### config.mk
export PLATFORM = sky130hd
export DESIGN_NAME = pgb_port_bank
export DESIGN_NICKNAME = d
export VERILOG_FILES = /design/src/shared/pgb_pkg.sv /design/src/core/pgb_port_bank.sv /design/src/core/pgb_sync.sv /design/src/core/pgb_lane.sv
export SDC_FILE = /design/constraint.sdc
export NUM_CORES = 1
export LEC_CHECK = 0
export ABC_AREA = 0
export BUFFER_PORTS_ARGS = -buffer_cell sky130_fd_sc_hd__buf_2
export CORE_ASPECT_RATIO = 2
export CORE_MARGIN = 3
export CORE_UTILIZATION = 45
export CTS_BUF_LIST = sky130_fd_sc_hd__clkbuf_4
export CTS_CLUSTER_DIAMETER = 200
export DETAILED_ROUTE_END_ITERATION = 10
export PLACE_DENSITY = 0.77
export SETUP_SLACK_MARGIN = 0.2
export SLEW_MARGIN = 10
export SYNTH_ARGS = -nofsm -noshare
export SYNTH_HDL_FRONTEND = slang
export SYNTH_SLANG_ARGS = --single-unit
### constraint.sdc
create_clock -name aclk -period 3.1 [get_ports aclk]
set_input_delay 0.62 -clock aclk [delete_from_list [all_inputs] [get_ports aclk]]
set_output_delay 0.62 -clock aclk [all_outputs]
set_load 0.005 [all_outputs]
### src/shared/pgb_pkg.sv
// shared constants for the general-purpose port bank
package pgb_pkg;

  // ----------------------------------------------------------------
  // sizes
  // ----------------------------------------------------------------
  localparam int NPORT = 5;
  localparam int PW = 8;
  localparam int SYNC_STAGES = 2;

  // ----------------------------------------------------------------
  // port indices
  // ----------------------------------------------------------------
  localparam int PORT0 = 0;
  localparam int PORT1 = 1;
  localparam int PORT6 = 2;
  localparam int PORTF = 3;
  localparam int PORTG = 4;

  // ----------------------------------------------------------------
  // register byte offsets
  // ----------------------------------------------------------------
  localparam logic [7:0] ADR_DATA_BASE = 8'h00;
  localparam logic [7:0] ADR_DIR_BASE = 8'h04;
  localparam logic [7:0] ADR_PORT_STRIDE = 8'h08;
  localparam logic [7:0] ADR_PORT0_PULLUP = 8'h28;
  localparam logic [7:0] ADR_PORTG_PULLUP = 8'h2C;
  localparam logic [7:0] ADR_ANALOG_DIS = 8'h30;
  localparam logic [7:0] ADR_THRESH_SEL = 8'h34;
  localparam logic [7:0] ADR_STANDBY_CTRL = 8'h38;
  localparam logic [7:0] ADR_LATCH_VIEW_BASE = 8'h40;
  localparam logic [7:0] ADR_LATCH_VIEW_STRIDE = 8'h04;

  // ----------------------------------------------------------------
  // register ids from the address decoder
  // ----------------------------------------------------------------
  localparam logic [4:0] RID_DATA0 = 5'h00;
  localparam logic [4:0] RID_DIR0 = 5'h05;
  localparam logic [4:0] RID_PORT0_PULLUP = 5'h0A;
  localparam logic [4:0] RID_PORTG_PULLUP = 5'h0B;
  localparam logic [4:0] RID_ANALOG_DIS = 5'h0C;
  localparam logic [4:0] RID_THRESH_SEL = 5'h0D;
  localparam logic [4:0] RID_STANDBY_CTRL = 5'h0E;
  localparam logic [4:0] RID_LATCH_VIEW0 = 5'h0F;
  localparam logic [4:0] RID_NONE = 5'h1F;

  // ----------------------------------------------------------------
  // fields and reset values
  // ----------------------------------------------------------------
  localparam logic [7:0] RST_REG = 8'h00;
  localparam int FLOAT_BIT = 0;
  localparam int P04_SEL_BIT = 2;
  localparam logic [1:0] RESP_OKAY = 2'b00;
  localparam logic [1:0] RESP_SLVERR = 2'b10;

endpackage

### src/core/pgb_port_bank.sv
// port bank top: axi4-lite registers, pin logic and checks
//
// Local design decisions: the register addresses and the AXI4-Lite slave port.
`timescale 1ns/100ps
// Notes on behaviour
// - each pin is input or output on its own, chosen by its bit in the port direction register.
// - the data register holds the values driven out and reads back the latch for output pins and the sampled pin levels for input pins.
// - direction, pull-up, analog disable and threshold select registers read back what was written.
// - a plain data read may differ from the written value; a latch view read returns the latch of the built pins.
// - port 0 is built with eight, three or seven pins by variant, each an independent two-way lane.
// - port 0 has a per-pin pull-up enable register.
// - port 0 has a per-pin analog disable register choosing analog use or digital input.
// - port 0 has a threshold select choosing hysteresis or cmos input on the one pin that has both.
// - each port 0 pin serves as plain i/o or carries a shared peripheral signal.
// - a direction bit of one drives the latch onto the pin; zero makes the pin an input.
// - for an input pin a data write updates only the latch and a plain read returns the pin.
// - the float bit in stop or watch mode floats the pins and holds inputs low, except interrupt-enabled pins.
// - an enabled pull-up is cut off while its pin drives low.
module pgb_port_bank
  import pgb_pkg::*;
#(
  parameter int AW = 8,
  parameter logic [7:0] P0_PIN_MASK = 8'hFF,
  parameter logic [7:0] P0_ANALOG_MASK = 8'h3F
) (
  input wire logic aclk,
  input wire logic aresetn,
  input wire logic [AW-1:0] s_axi_awaddr,
  input wire logic [2:0] s_axi_awprot,
  input wire logic s_axi_awvalid,
  output logic s_axi_awready,
  input wire logic [31:0] s_axi_wdata,
  input wire logic [3:0] s_axi_wstrb,
  input wire logic s_axi_wvalid,
  output logic s_axi_wready,
  output logic [1:0] s_axi_bresp,
  output logic s_axi_bvalid,
  input wire logic s_axi_bready,
  input wire logic [AW-1:0] s_axi_araddr,
  input wire logic [2:0] s_axi_arprot,
  input wire logic s_axi_arvalid,
  output logic s_axi_arready,
  output logic [31:0] s_axi_rdata,
  output logic [1:0] s_axi_rresp,
  output logic s_axi_rvalid,
  input wire logic s_axi_rready,
  input wire logic [NPORT-1:0][PW-1:0] pin_in,
  output logic [NPORT-1:0][PW-1:0] pin_out,
  output logic [NPORT-1:0][PW-1:0] pin_oe_n,
  output logic [NPORT-1:0][PW-1:0] pull_en,
  input wire logic [NPORT-1:0][PW-1:0] periph_oe,
  input wire logic [NPORT-1:0][PW-1:0] periph_out,
  output logic [NPORT-1:0][PW-1:0] periph_in,
  input wire logic [PW-1:0] ext_int_en,
  input wire logic stop_watch_mode,
  output logic [PW-1:0] analog_en,
  output logic p04_cmos_sel
);

  // ----------------------------------------------------------------
  // address decode
  // ----------------------------------------------------------------
  function automatic logic [4:0] reg_id(input logic [AW-1:0] addr);
    logic [7:0] a;
    logic [4:0] id;
    a = {addr[7:2], 2'b00};
    id = RID_NONE;
    for (int p = 0; p < NPORT; p++) begin
      if (a == ADR_DATA_BASE + 8'(p) * ADR_PORT_STRIDE) begin
        id = RID_DATA0 + 5'(p);
      end
      if (a == ADR_DIR_BASE + 8'(p) * ADR_PORT_STRIDE) begin
        id = RID_DIR0 + 5'(p);
      end
      if (a == ADR_LATCH_VIEW_BASE + 8'(p) * ADR_LATCH_VIEW_STRIDE) begin
        id = RID_LATCH_VIEW0 + 5'(p);
      end
    end
    if (a == ADR_PORT0_PULLUP) begin
      id = RID_PORT0_PULLUP;
    end
    if (a == ADR_PORTG_PULLUP) begin
      id = RID_PORTG_PULLUP;
    end
    if (a == ADR_ANALOG_DIS) begin
      id = RID_ANALOG_DIS;
    end
    if (a == ADR_THRESH_SEL) begin
      id = RID_THRESH_SEL;
    end
    if (a == ADR_STANDBY_CTRL) begin
      id = RID_STANDBY_CTRL;
    end
    return id;
  endfunction

  // ----------------------------------------------------------------
  // state
  // ----------------------------------------------------------------
  logic [NPORT-1:0][PW-1:0] data_q;
  logic [NPORT-1:0][PW-1:0] data_d;
  logic [NPORT-1:0][PW-1:0] dir_q;
  logic [NPORT-1:0][PW-1:0] dir_d;
  logic [PW-1:0] pullup0_q;
  logic [PW-1:0] pullup0_d;
  logic [PW-1:0] pullupg_q;
  logic [PW-1:0] pullupg_d;
  logic [PW-1:0] analog_dis_q;
  logic [PW-1:0] analog_dis_d;
  logic [PW-1:0] thresh_sel_q;
  logic [PW-1:0] thresh_sel_d;
  logic [PW-1:0] standby_q;
  logic [PW-1:0] standby_d;
  logic aw_hold_q;
  logic aw_hold_d;
  logic [AW-1:0] awaddr_q;
  logic [AW-1:0] awaddr_d;
  logic w_hold_q;
  logic w_hold_d;
  logic [31:0] wdata_q;
  logic [31:0] wdata_d;
  logic wstrb0_q;
  logic wstrb0_d;
  logic bvalid_q;
  logic bvalid_d;
  logic [1:0] bresp_q;
  logic [1:0] bresp_d;
  logic rvalid_q;
  logic rvalid_d;
  logic [31:0] rdata_q;
  logic [31:0] rdata_d;
  logic [1:0] rresp_q;
  logic [1:0] rresp_d;

  logic wr_fire;
  logic ar_fire;
  logic [4:0] wid;
  logic [4:0] rid;
  logic float_en;
  logic [NPORT-1:0][PW-1:0] pin_sync;
  logic [NPORT-1:0][PW-1:0] rd_w;
  logic [NPORT-1:0][PW-1:0] mask_w;
  logic [NPORT-1:0][PW-1:0] pull_w;
  logic [NPORT-1:0][PW-1:0] dig_w;
  logic [NPORT-1:0][PW-1:0] exempt_w;

  // ----------------------------------------------------------------
  // axi4-lite handshakes
  // ----------------------------------------------------------------
  assign s_axi_awready = !aw_hold_q && !bvalid_q;
  assign s_axi_wready = !w_hold_q && !bvalid_q;
  assign s_axi_arready = !rvalid_q;
  assign s_axi_bvalid = bvalid_q;
  assign s_axi_bresp = bresp_q;
  assign s_axi_rvalid = rvalid_q;
  assign s_axi_rdata = rdata_q;
  assign s_axi_rresp = rresp_q;
  assign wr_fire = aw_hold_q && w_hold_q;
  assign ar_fire = s_axi_arvalid && !rvalid_q;
  assign wid = reg_id(awaddr_q);
  assign rid = reg_id(s_axi_araddr);

  always_comb begin
    aw_hold_d = aw_hold_q;
    awaddr_d = awaddr_q;
    w_hold_d = w_hold_q;
    wdata_d = wdata_q;
    wstrb0_d = wstrb0_q;
    bvalid_d = bvalid_q;
    bresp_d = bresp_q;
    if (s_axi_awvalid && s_axi_awready) begin
      aw_hold_d = 1'b1;
      awaddr_d = s_axi_awaddr;
    end
    if (s_axi_wvalid && s_axi_wready) begin
      w_hold_d = 1'b1;
      wdata_d = s_axi_wdata;
      wstrb0_d = s_axi_wstrb[0];
    end
    if (wr_fire) begin
      aw_hold_d = 1'b0;
      w_hold_d = 1'b0;
      bvalid_d = 1'b1;
      bresp_d = (wid < RID_LATCH_VIEW0) ? RESP_OKAY : RESP_SLVERR;
    end else if (bvalid_q && s_axi_bready) begin
      bvalid_d = 1'b0;
    end
  end

  // ----------------------------------------------------------------
  // register writes
  // ----------------------------------------------------------------
  always_comb begin
    data_d = data_q;
    dir_d = dir_q;
    pullup0_d = pullup0_q;
    pullupg_d = pullupg_q;
    analog_dis_d = analog_dis_q;
    thresh_sel_d = thresh_sel_q;
    standby_d = standby_q;
    if (wr_fire && wstrb0_q) begin
      for (int p = 0; p < NPORT; p++) begin
        if (wid == RID_DATA0 + 5'(p)) begin
          data_d[p] = wdata_q[PW-1:0];
        end
        if (wid == RID_DIR0 + 5'(p)) begin
          dir_d[p] = wdata_q[PW-1:0];
        end
      end
      if (wid == RID_PORT0_PULLUP) begin
        pullup0_d = wdata_q[PW-1:0];
      end
      if (wid == RID_PORTG_PULLUP) begin
        pullupg_d = wdata_q[PW-1:0];
      end
      if (wid == RID_ANALOG_DIS) begin
        analog_dis_d = wdata_q[PW-1:0];
      end
      if (wid == RID_THRESH_SEL) begin
        thresh_sel_d = wdata_q[PW-1:0];
      end
      if (wid == RID_STANDBY_CTRL) begin
        standby_d = wdata_q[PW-1:0];
      end
    end
  end

  // ----------------------------------------------------------------
  // register reads
  // ----------------------------------------------------------------
  always_comb begin
    rvalid_d = rvalid_q;
    rdata_d = rdata_q;
    rresp_d = rresp_q;
    if (ar_fire) begin
      rvalid_d = 1'b1;
      rdata_d = 32'h0000_0000;
      rresp_d = RESP_OKAY;
      for (int p = 0; p < NPORT; p++) begin
        if (rid == RID_DATA0 + 5'(p)) begin
          rdata_d[PW-1:0] = rd_w[p];
        end
        if (rid == RID_DIR0 + 5'(p)) begin
          rdata_d[PW-1:0] = dir_q[p];
        end
        if (rid == RID_LATCH_VIEW0 + 5'(p)) begin
          rdata_d[PW-1:0] = data_q[p] & mask_w[p];
        end
      end
      if (rid == RID_PORT0_PULLUP) begin
        rdata_d[PW-1:0] = pullup0_q;
      end
      if (rid == RID_PORTG_PULLUP) begin
        rdata_d[PW-1:0] = pullupg_q;
      end
      if (rid == RID_ANALOG_DIS) begin
        rdata_d[PW-1:0] = analog_dis_q;
      end
      if (rid == RID_THRESH_SEL) begin
        rdata_d[PW-1:0] = thresh_sel_q;
      end
      if (rid == RID_STANDBY_CTRL) begin
        rdata_d[PW-1:0] = standby_q;
      end
      if (rid == RID_NONE) begin
        rresp_d = RESP_SLVERR;
      end
    end else if (rvalid_q && s_axi_rready) begin
      rvalid_d = 1'b0;
    end
  end

  always_ff @(posedge aclk) begin
    if (!aresetn) begin
      data_q <= '0;
      dir_q <= '0;
      pullup0_q <= RST_REG;
      pullupg_q <= RST_REG;
      analog_dis_q <= RST_REG;
      thresh_sel_q <= RST_REG;
      standby_q <= RST_REG;
      aw_hold_q <= 1'b0;
      awaddr_q <= '0;
      w_hold_q <= 1'b0;
      wdata_q <= 32'h0000_0000;
      wstrb0_q <= 1'b0;
      bvalid_q <= 1'b0;
      bresp_q <= RESP_OKAY;
      rvalid_q <= 1'b0;
      rdata_q <= 32'h0000_0000;
      rresp_q <= RESP_OKAY;
    end else begin
      data_q <= data_d;
      dir_q <= dir_d;
      pullup0_q <= pullup0_d;
      pullupg_q <= pullupg_d;
      analog_dis_q <= analog_dis_d;
      thresh_sel_q <= thresh_sel_d;
      standby_q <= standby_d;
      aw_hold_q <= aw_hold_d;
      awaddr_q <= awaddr_d;
      w_hold_q <= w_hold_d;
      wdata_q <= wdata_d;
      wstrb0_q <= wstrb0_d;
      bvalid_q <= bvalid_d;
      bresp_q <= bresp_d;
      rvalid_q <= rvalid_d;
      rdata_q <= rdata_d;
      rresp_q <= rresp_d;
    end
  end

  // ----------------------------------------------------------------
  // pins
  // ----------------------------------------------------------------
  assign float_en = standby_q[FLOAT_BIT] && stop_watch_mode;
  assign analog_en = P0_ANALOG_MASK & P0_PIN_MASK & ~analog_dis_q;
  assign p04_cmos_sel = thresh_sel_q[P04_SEL_BIT];

  pgb_sync #(
    .W(NPORT * PW)
  ) u_sync (
    .aclk(aclk),
    .aresetn(aresetn),
    .async_in(pin_in),
    .sync_out(pin_sync)
  );

  for (genvar p = 0; p < NPORT; p++) begin : g_lane
    assign mask_w[p] = (p == PORT0) ? P0_PIN_MASK : {PW{1'b1}};
    assign pull_w[p] = (p == PORT0) ? pullup0_q : ((p == PORTG) ? pullupg_q : RST_REG);
    assign dig_w[p] = (p == PORT0) ? (~P0_ANALOG_MASK | analog_dis_q) : {PW{1'b1}};
    assign exempt_w[p] = (p == PORT0) ? ext_int_en : RST_REG;
    pgb_lane #(
      .W(PW)
    ) u_lane (
      .pin_mask(mask_w[p]),
      .latch(data_q[p]),
      .dir(dir_q[p]),
      .periph_oe(periph_oe[p]),
      .periph_out(periph_out[p]),
      .pull_req(pull_w[p]),
      .dig_en(dig_w[p]),
      .exempt(exempt_w[p]),
      .float_en(float_en),
      .pin_sync(pin_sync[p]),
      .pin_out(pin_out[p]),
      .pin_oe_n(pin_oe_n[p]),
      .pull_en(pull_en[p]),
      .din(periph_in[p]),
      .rd(rd_w[p])
    );
  end
endmodule // pgb_port_bank

### src/core/pgb_sync.sv
// two-stage synchroniser for the pin inputs
`timescale 1ns/100ps
module pgb_sync
  import pgb_pkg::*;
#(
  parameter int W = 8
) (
  input wire logic aclk,
  input wire logic aresetn,
  input wire logic [W-1:0] async_in,
  output logic [W-1:0] sync_out
);

  logic [W-1:0] meta_q;
  logic [W-1:0] meta_d;
  logic [W-1:0] sync_q;
  logic [W-1:0] sync_d;

  always_comb begin
    meta_d = async_in;
    sync_d = meta_q;
  end

  always_ff @(posedge aclk) begin
    if (!aresetn) begin
      meta_q <= '0;
      sync_q <= '0;
    end else begin
      meta_q <= meta_d;
      sync_q <= sync_d;
    end
  end

  assign sync_out = sync_q;

endmodule // pgb_sync

### src/core/pgb_lane.sv
// pin drive, pull-up and input gating for one port
`timescale 1ns/100ps
module pgb_lane
  import pgb_pkg::*;
#(
  parameter int W = 8
) (
  input wire logic [W-1:0] pin_mask,
  input wire logic [W-1:0] latch,
  input wire logic [W-1:0] dir,
  input wire logic [W-1:0] periph_oe,
  input wire logic [W-1:0] periph_out,
  input wire logic [W-1:0] pull_req,
  input wire logic [W-1:0] dig_en,
  input wire logic [W-1:0] exempt,
  input wire logic float_en,
  input wire logic [W-1:0] pin_sync,
  output logic [W-1:0] pin_out,
  output logic [W-1:0] pin_oe_n,
  output logic [W-1:0] pull_en,
  output logic [W-1:0] din,
  output logic [W-1:0] rd
);

  logic [W-1:0] drive;
  logic [W-1:0] cut;
  logic [W-1:0] use_latch;

  always_comb begin
    cut = {W{float_en}} & ~exempt;
    drive = {W{~float_en}} & (dir | periph_oe) & pin_mask;
    pin_out = ((periph_oe & periph_out) | (~periph_oe & latch)) & pin_mask;
    pin_oe_n = ~drive;
    pull_en = pull_req & pin_mask & ~(drive & ~pin_out);
    din = pin_sync & pin_mask & dig_en & ~cut;
    use_latch = dir & ~periph_oe;
    rd = ((use_latch & latch) | (~use_latch & din)) & pin_mask;
  end

endmodule // pgb_lane

==> reports/metrics.yaml <==
grt:
  grt.busiest_layer: "met2"
  grt_antenna_before_repair: 2
  grt_util_met2_pct: 56.4
  grt_max_degree: 121
  grt_first_pass_wirelength_um: 68000
  grtUsageMet1_pct: 33.2
  grt_usage_pct: 31.2
  grt_pass1_vias: 11700
  overflow: 0
  grt_util_met3_pct: 4.69
placed_design:
  place_area_um2: 14100
  dpl.hpwl_um: 36600
  portBuffers: 314
  dp_slack_ns: 0.246
  gp_congestion: 0.990
  dpl.cell_count: 2019
die:
  core-area_um2: 26400
  dieArea_um2: 28900
  die_w_um: 122
  initial_core_util_pct: 45.8
  die_h_um: 238
  rows: 84
  ios: 404
sta:
  max_slew_margin_pct: 47.6
  rsz0062_at_grt: "false"
  holdWs_ns: 0.118
  period_minus_slack_ns: 2.69
  fin_skew_ns: 0.0429
  setup_tns_ns: 0
  worst_pin_slew_ns: 0.783
  period_share_pct: 86.6
  setup_slack_ns: 0.415
  hold_violations: 0
  setup_viol: 0
  max_freq_ghz: 0.372
  slew_viol_final: 0
clock_tree:
  htree_levels: 2
  hold_buffers: 0
  root_buffer: "clkbuf_4"
  clock_latency_ns: 0.73
  cts.path.max_buffers: 3
  numCtsBuffers: 50
  post-cts-setup-buffers: 0
  cts.clk_slew.worst_paths_ns: 0.06
  clock_sinks: 229
  cts_resized: 1
  cts_tree: "done"
critical_path:
  endpoint: "periph_in[34]"
  path_max_fanout: 12
  r2r_start: "awaddr_q[3]$_SDFFE_PN0P_"
  reg2reg_depth: 6
  worstPathArrival_ns: 2.07
  crit_path_start_kind: "flop"
  crit_path_end_kind: "output port"
  reg2reg_to: "data_q[2]$_SDFFE_PN0P_"
  crit_type: "reg2out"
  r2r_slack_ns: 0.53
  crit_start: "standby_q[0]$_SDFFE_PN0P_"
  cp.required_ns: 2.48
routing:
  wire_per_inst_um: 22.4
  dr_total_vias: 12100
  ant_nets: 0
  drc: 0
  viasPerCell: 5.75
  first_pass_iters: 5
  drtIter0Drc: 1023
  routed_wl_um: 47000
pwr:
  power_mw: 6.20
  leakage_nw: 7.16
  vdd_drop_max_v: 0.000287
  powerDensity_nw_per_um2: 422
finish:
  post-route-util_pct: 55.6
  fill_cells: 2501
  final_cell_count_no_fill: 2098
  area_delta_synth_final_pct: 21.5
  drive_above_1_share_pct: 29.6
  nets: 1921
  design_area_um2: 14700
yosys:
  yosysSeqAreaShare_pct: 38.0
  syn_area_um2: 12100
  synthFlopType: "dfxtp_1"
  synth_area_leaders: "dfxtp_1 (38%), mux2i_1 (12%), nand2_1 (6.3%), and2_1 (5.3%), mux2_2 (3.8%)"
  synthDistinctLibCells: 84
  ys_async_sr_fraction_pct: 0
  yosys.area.top_type: "dfxtp_1"
  synth_top_area_share_pct: 38.0
  syn_inst: 1385
  synth_edf_count: 0
  yosys_register_bits: 229
  yosysWarnings: 0
  syn_area_per_cell_um2: 8.72
hold_path:
  hold_path_class: "in2reg"
status:
  status: "complete, no violations"
job:
  drv_cap: 0
==> Yosys cell counts (all sizes together) (4+ instances only) <==
cell,n
dfxtp,229
nand2,209
mux2i,145
and2,102
o21ai,78
buf,73
clkbuf,67
a21oi,57
nor2,55
mux2,41
nand2b,41
a21boi,21
inv,21
o21a,20
o22ai,16
nand3,13
nor2b,13
nor3,13
a211oi,10
a221oi,10
o211ai,10
o221ai,9
a31oi,8
o2111ai,8
a211o,7
nand3b,7
o211a,7
a21o,6
nor3b,6
nor4b,6
a2111oi,5
nor4,5
a32oi,4
and3,4
or3,4
==> logic make-up (layout without fill, tap and decap cells) <==
| kind of cell | Yosys count | in the layout | synth area share, % |
|---|---|---|---|
| AOI/OAI and AO/OA | 309 | 309 | 17.3 |
| and+or+nand+nor | 499 | 499 | 21.9 |
| other | 1 | 53 | 0.0311 |
| DFF | 229 | 229 | 38.0 |
| buffers and inverters | 161 | 478 | 6.95 |
| muxes | 186 | 186 | 15.8 |
==> flip-flops by register name (all words and copies together) (netlist names), 40 cells and up <==
register and count:
u_sync.meta_q 40, dir_q 40, data_q 40, u_sync.sync_out 40
==> where the power goes <==
group | leakage (nW) | internal, mW | switching, mW | total, mW
Sequential | 1.87 | 3.01 | 0.0488 | 3.06
Clock | 0.356 | 1.17 | 1.18 | 2.34
Combinational | 4.93 | 0.334 | 0.457 | 0.791
==> layout by cell type (no fill, tap or decap), types with 6 or more instances in the layout <==
| cell type | Yosys | routed |
|---|---|---|
| clkinv_1 | 0 | 7 |
| nand3b_1 | 7 | 7 |
| mux2_2 | 41 | 41 |
| o21ai_0 | 73 | 73 |
| o2111ai_1 | 8 | 8 |
| a21boi_0 | 19 | 19 |
| and2_1 | 102 | 102 |
| a211o_1 | 7 | 7 |
| conb_1 | 1 | 52 |
| a221oi_1 | 10 | 10 |
| a211oi_1 | 9 | 9 |
| o211a_1 | 7 | 7 |
| a21o_1 | 6 | 6 |
| mux2i_1 | 145 | 145 |
| inv_1 | 21 | 21 |
| buf_2 | 14 | 313 |
| dfxtp_1 | 229 | 228 |
| nand3_1 | 13 | 13 |
| o22ai_1 | 16 | 16 |
| nor3_1 | 13 | 13 |
| o21a_1 | 20 | 20 |
| o211ai_1 | 10 | 10 |
| nor2_1 | 50 | 50 |
| nand2_1 | 202 | 201 |
| nand2b_1 | 41 | 41 |
| nor3b_1 | 6 | 6 |
| a21oi_1 | 57 | 57 |
| a31oi_1 | 8 | 8 |
| buf_4 | 52 | 61 |
| nor2b_1 | 13 | 13 |
| clkbuf_4 | 0 | 68 |
| o221ai_1 | 9 | 9 |
==> critical path, stage by stage, from the launching register on <==
cell and delay [ns]:
dfxtp_2 0.41, buf_4 0.21, a21boi_0 0.49, buf_2 0.24
==> worst min-delay path by stage <==
stage                                      start                        endpoint  slack (ns)  cells after the start
floorplan            u_sync.meta_q[0]$_SDFF_PN0_   u_sync.sync_out[0]$_SDFF_PN0_        0.41                      1
global placement     u_sync.meta_q[8]$_SDFF_PN0_   u_sync.sync_out[8]$_SDFF_PN0_        0.41                      1
detailed placement  u_sync.meta_q[38]$_SDFF_PN0_  u_sync.sync_out[38]$_SDFF_PN0_        0.42                      1
CTS                                    pin_in[4]     u_sync.meta_q[4]$_SDFF_PN0_        0.07                      2
global route                           pin_in[4]     u_sync.meta_q[4]$_SDFF_PN0_        0.09                      2
finish                                pin_in[39]    u_sync.meta_q[39]$_SDFF_PN0_        0.12                      2
==> metal layers <==
metal | vias up | share of wire [%]
met1 | 5732 | 35
li1 | 5506 | -
met3 | 184 | 6.7
met4 | 0 | 6.9
met2 | 642 | 52
met5 | - | 0
==> final cells by class <==
cell class	instances	area [um2]	area share (%)
Multi-Input combinational cell	1046	6850	46.7
Sequential cell	229	4590	31.3
Timing Repair Buffer	379	2120	14.4
Clock buffer	68	510	3.48
Tap cell	344	430	2.93
Clock inverter	10	95.1	0.648
Inverter	21	78.8	0.537
Antenna cell	1	2.50	0.0171
(Power assumes the default switching activity.)
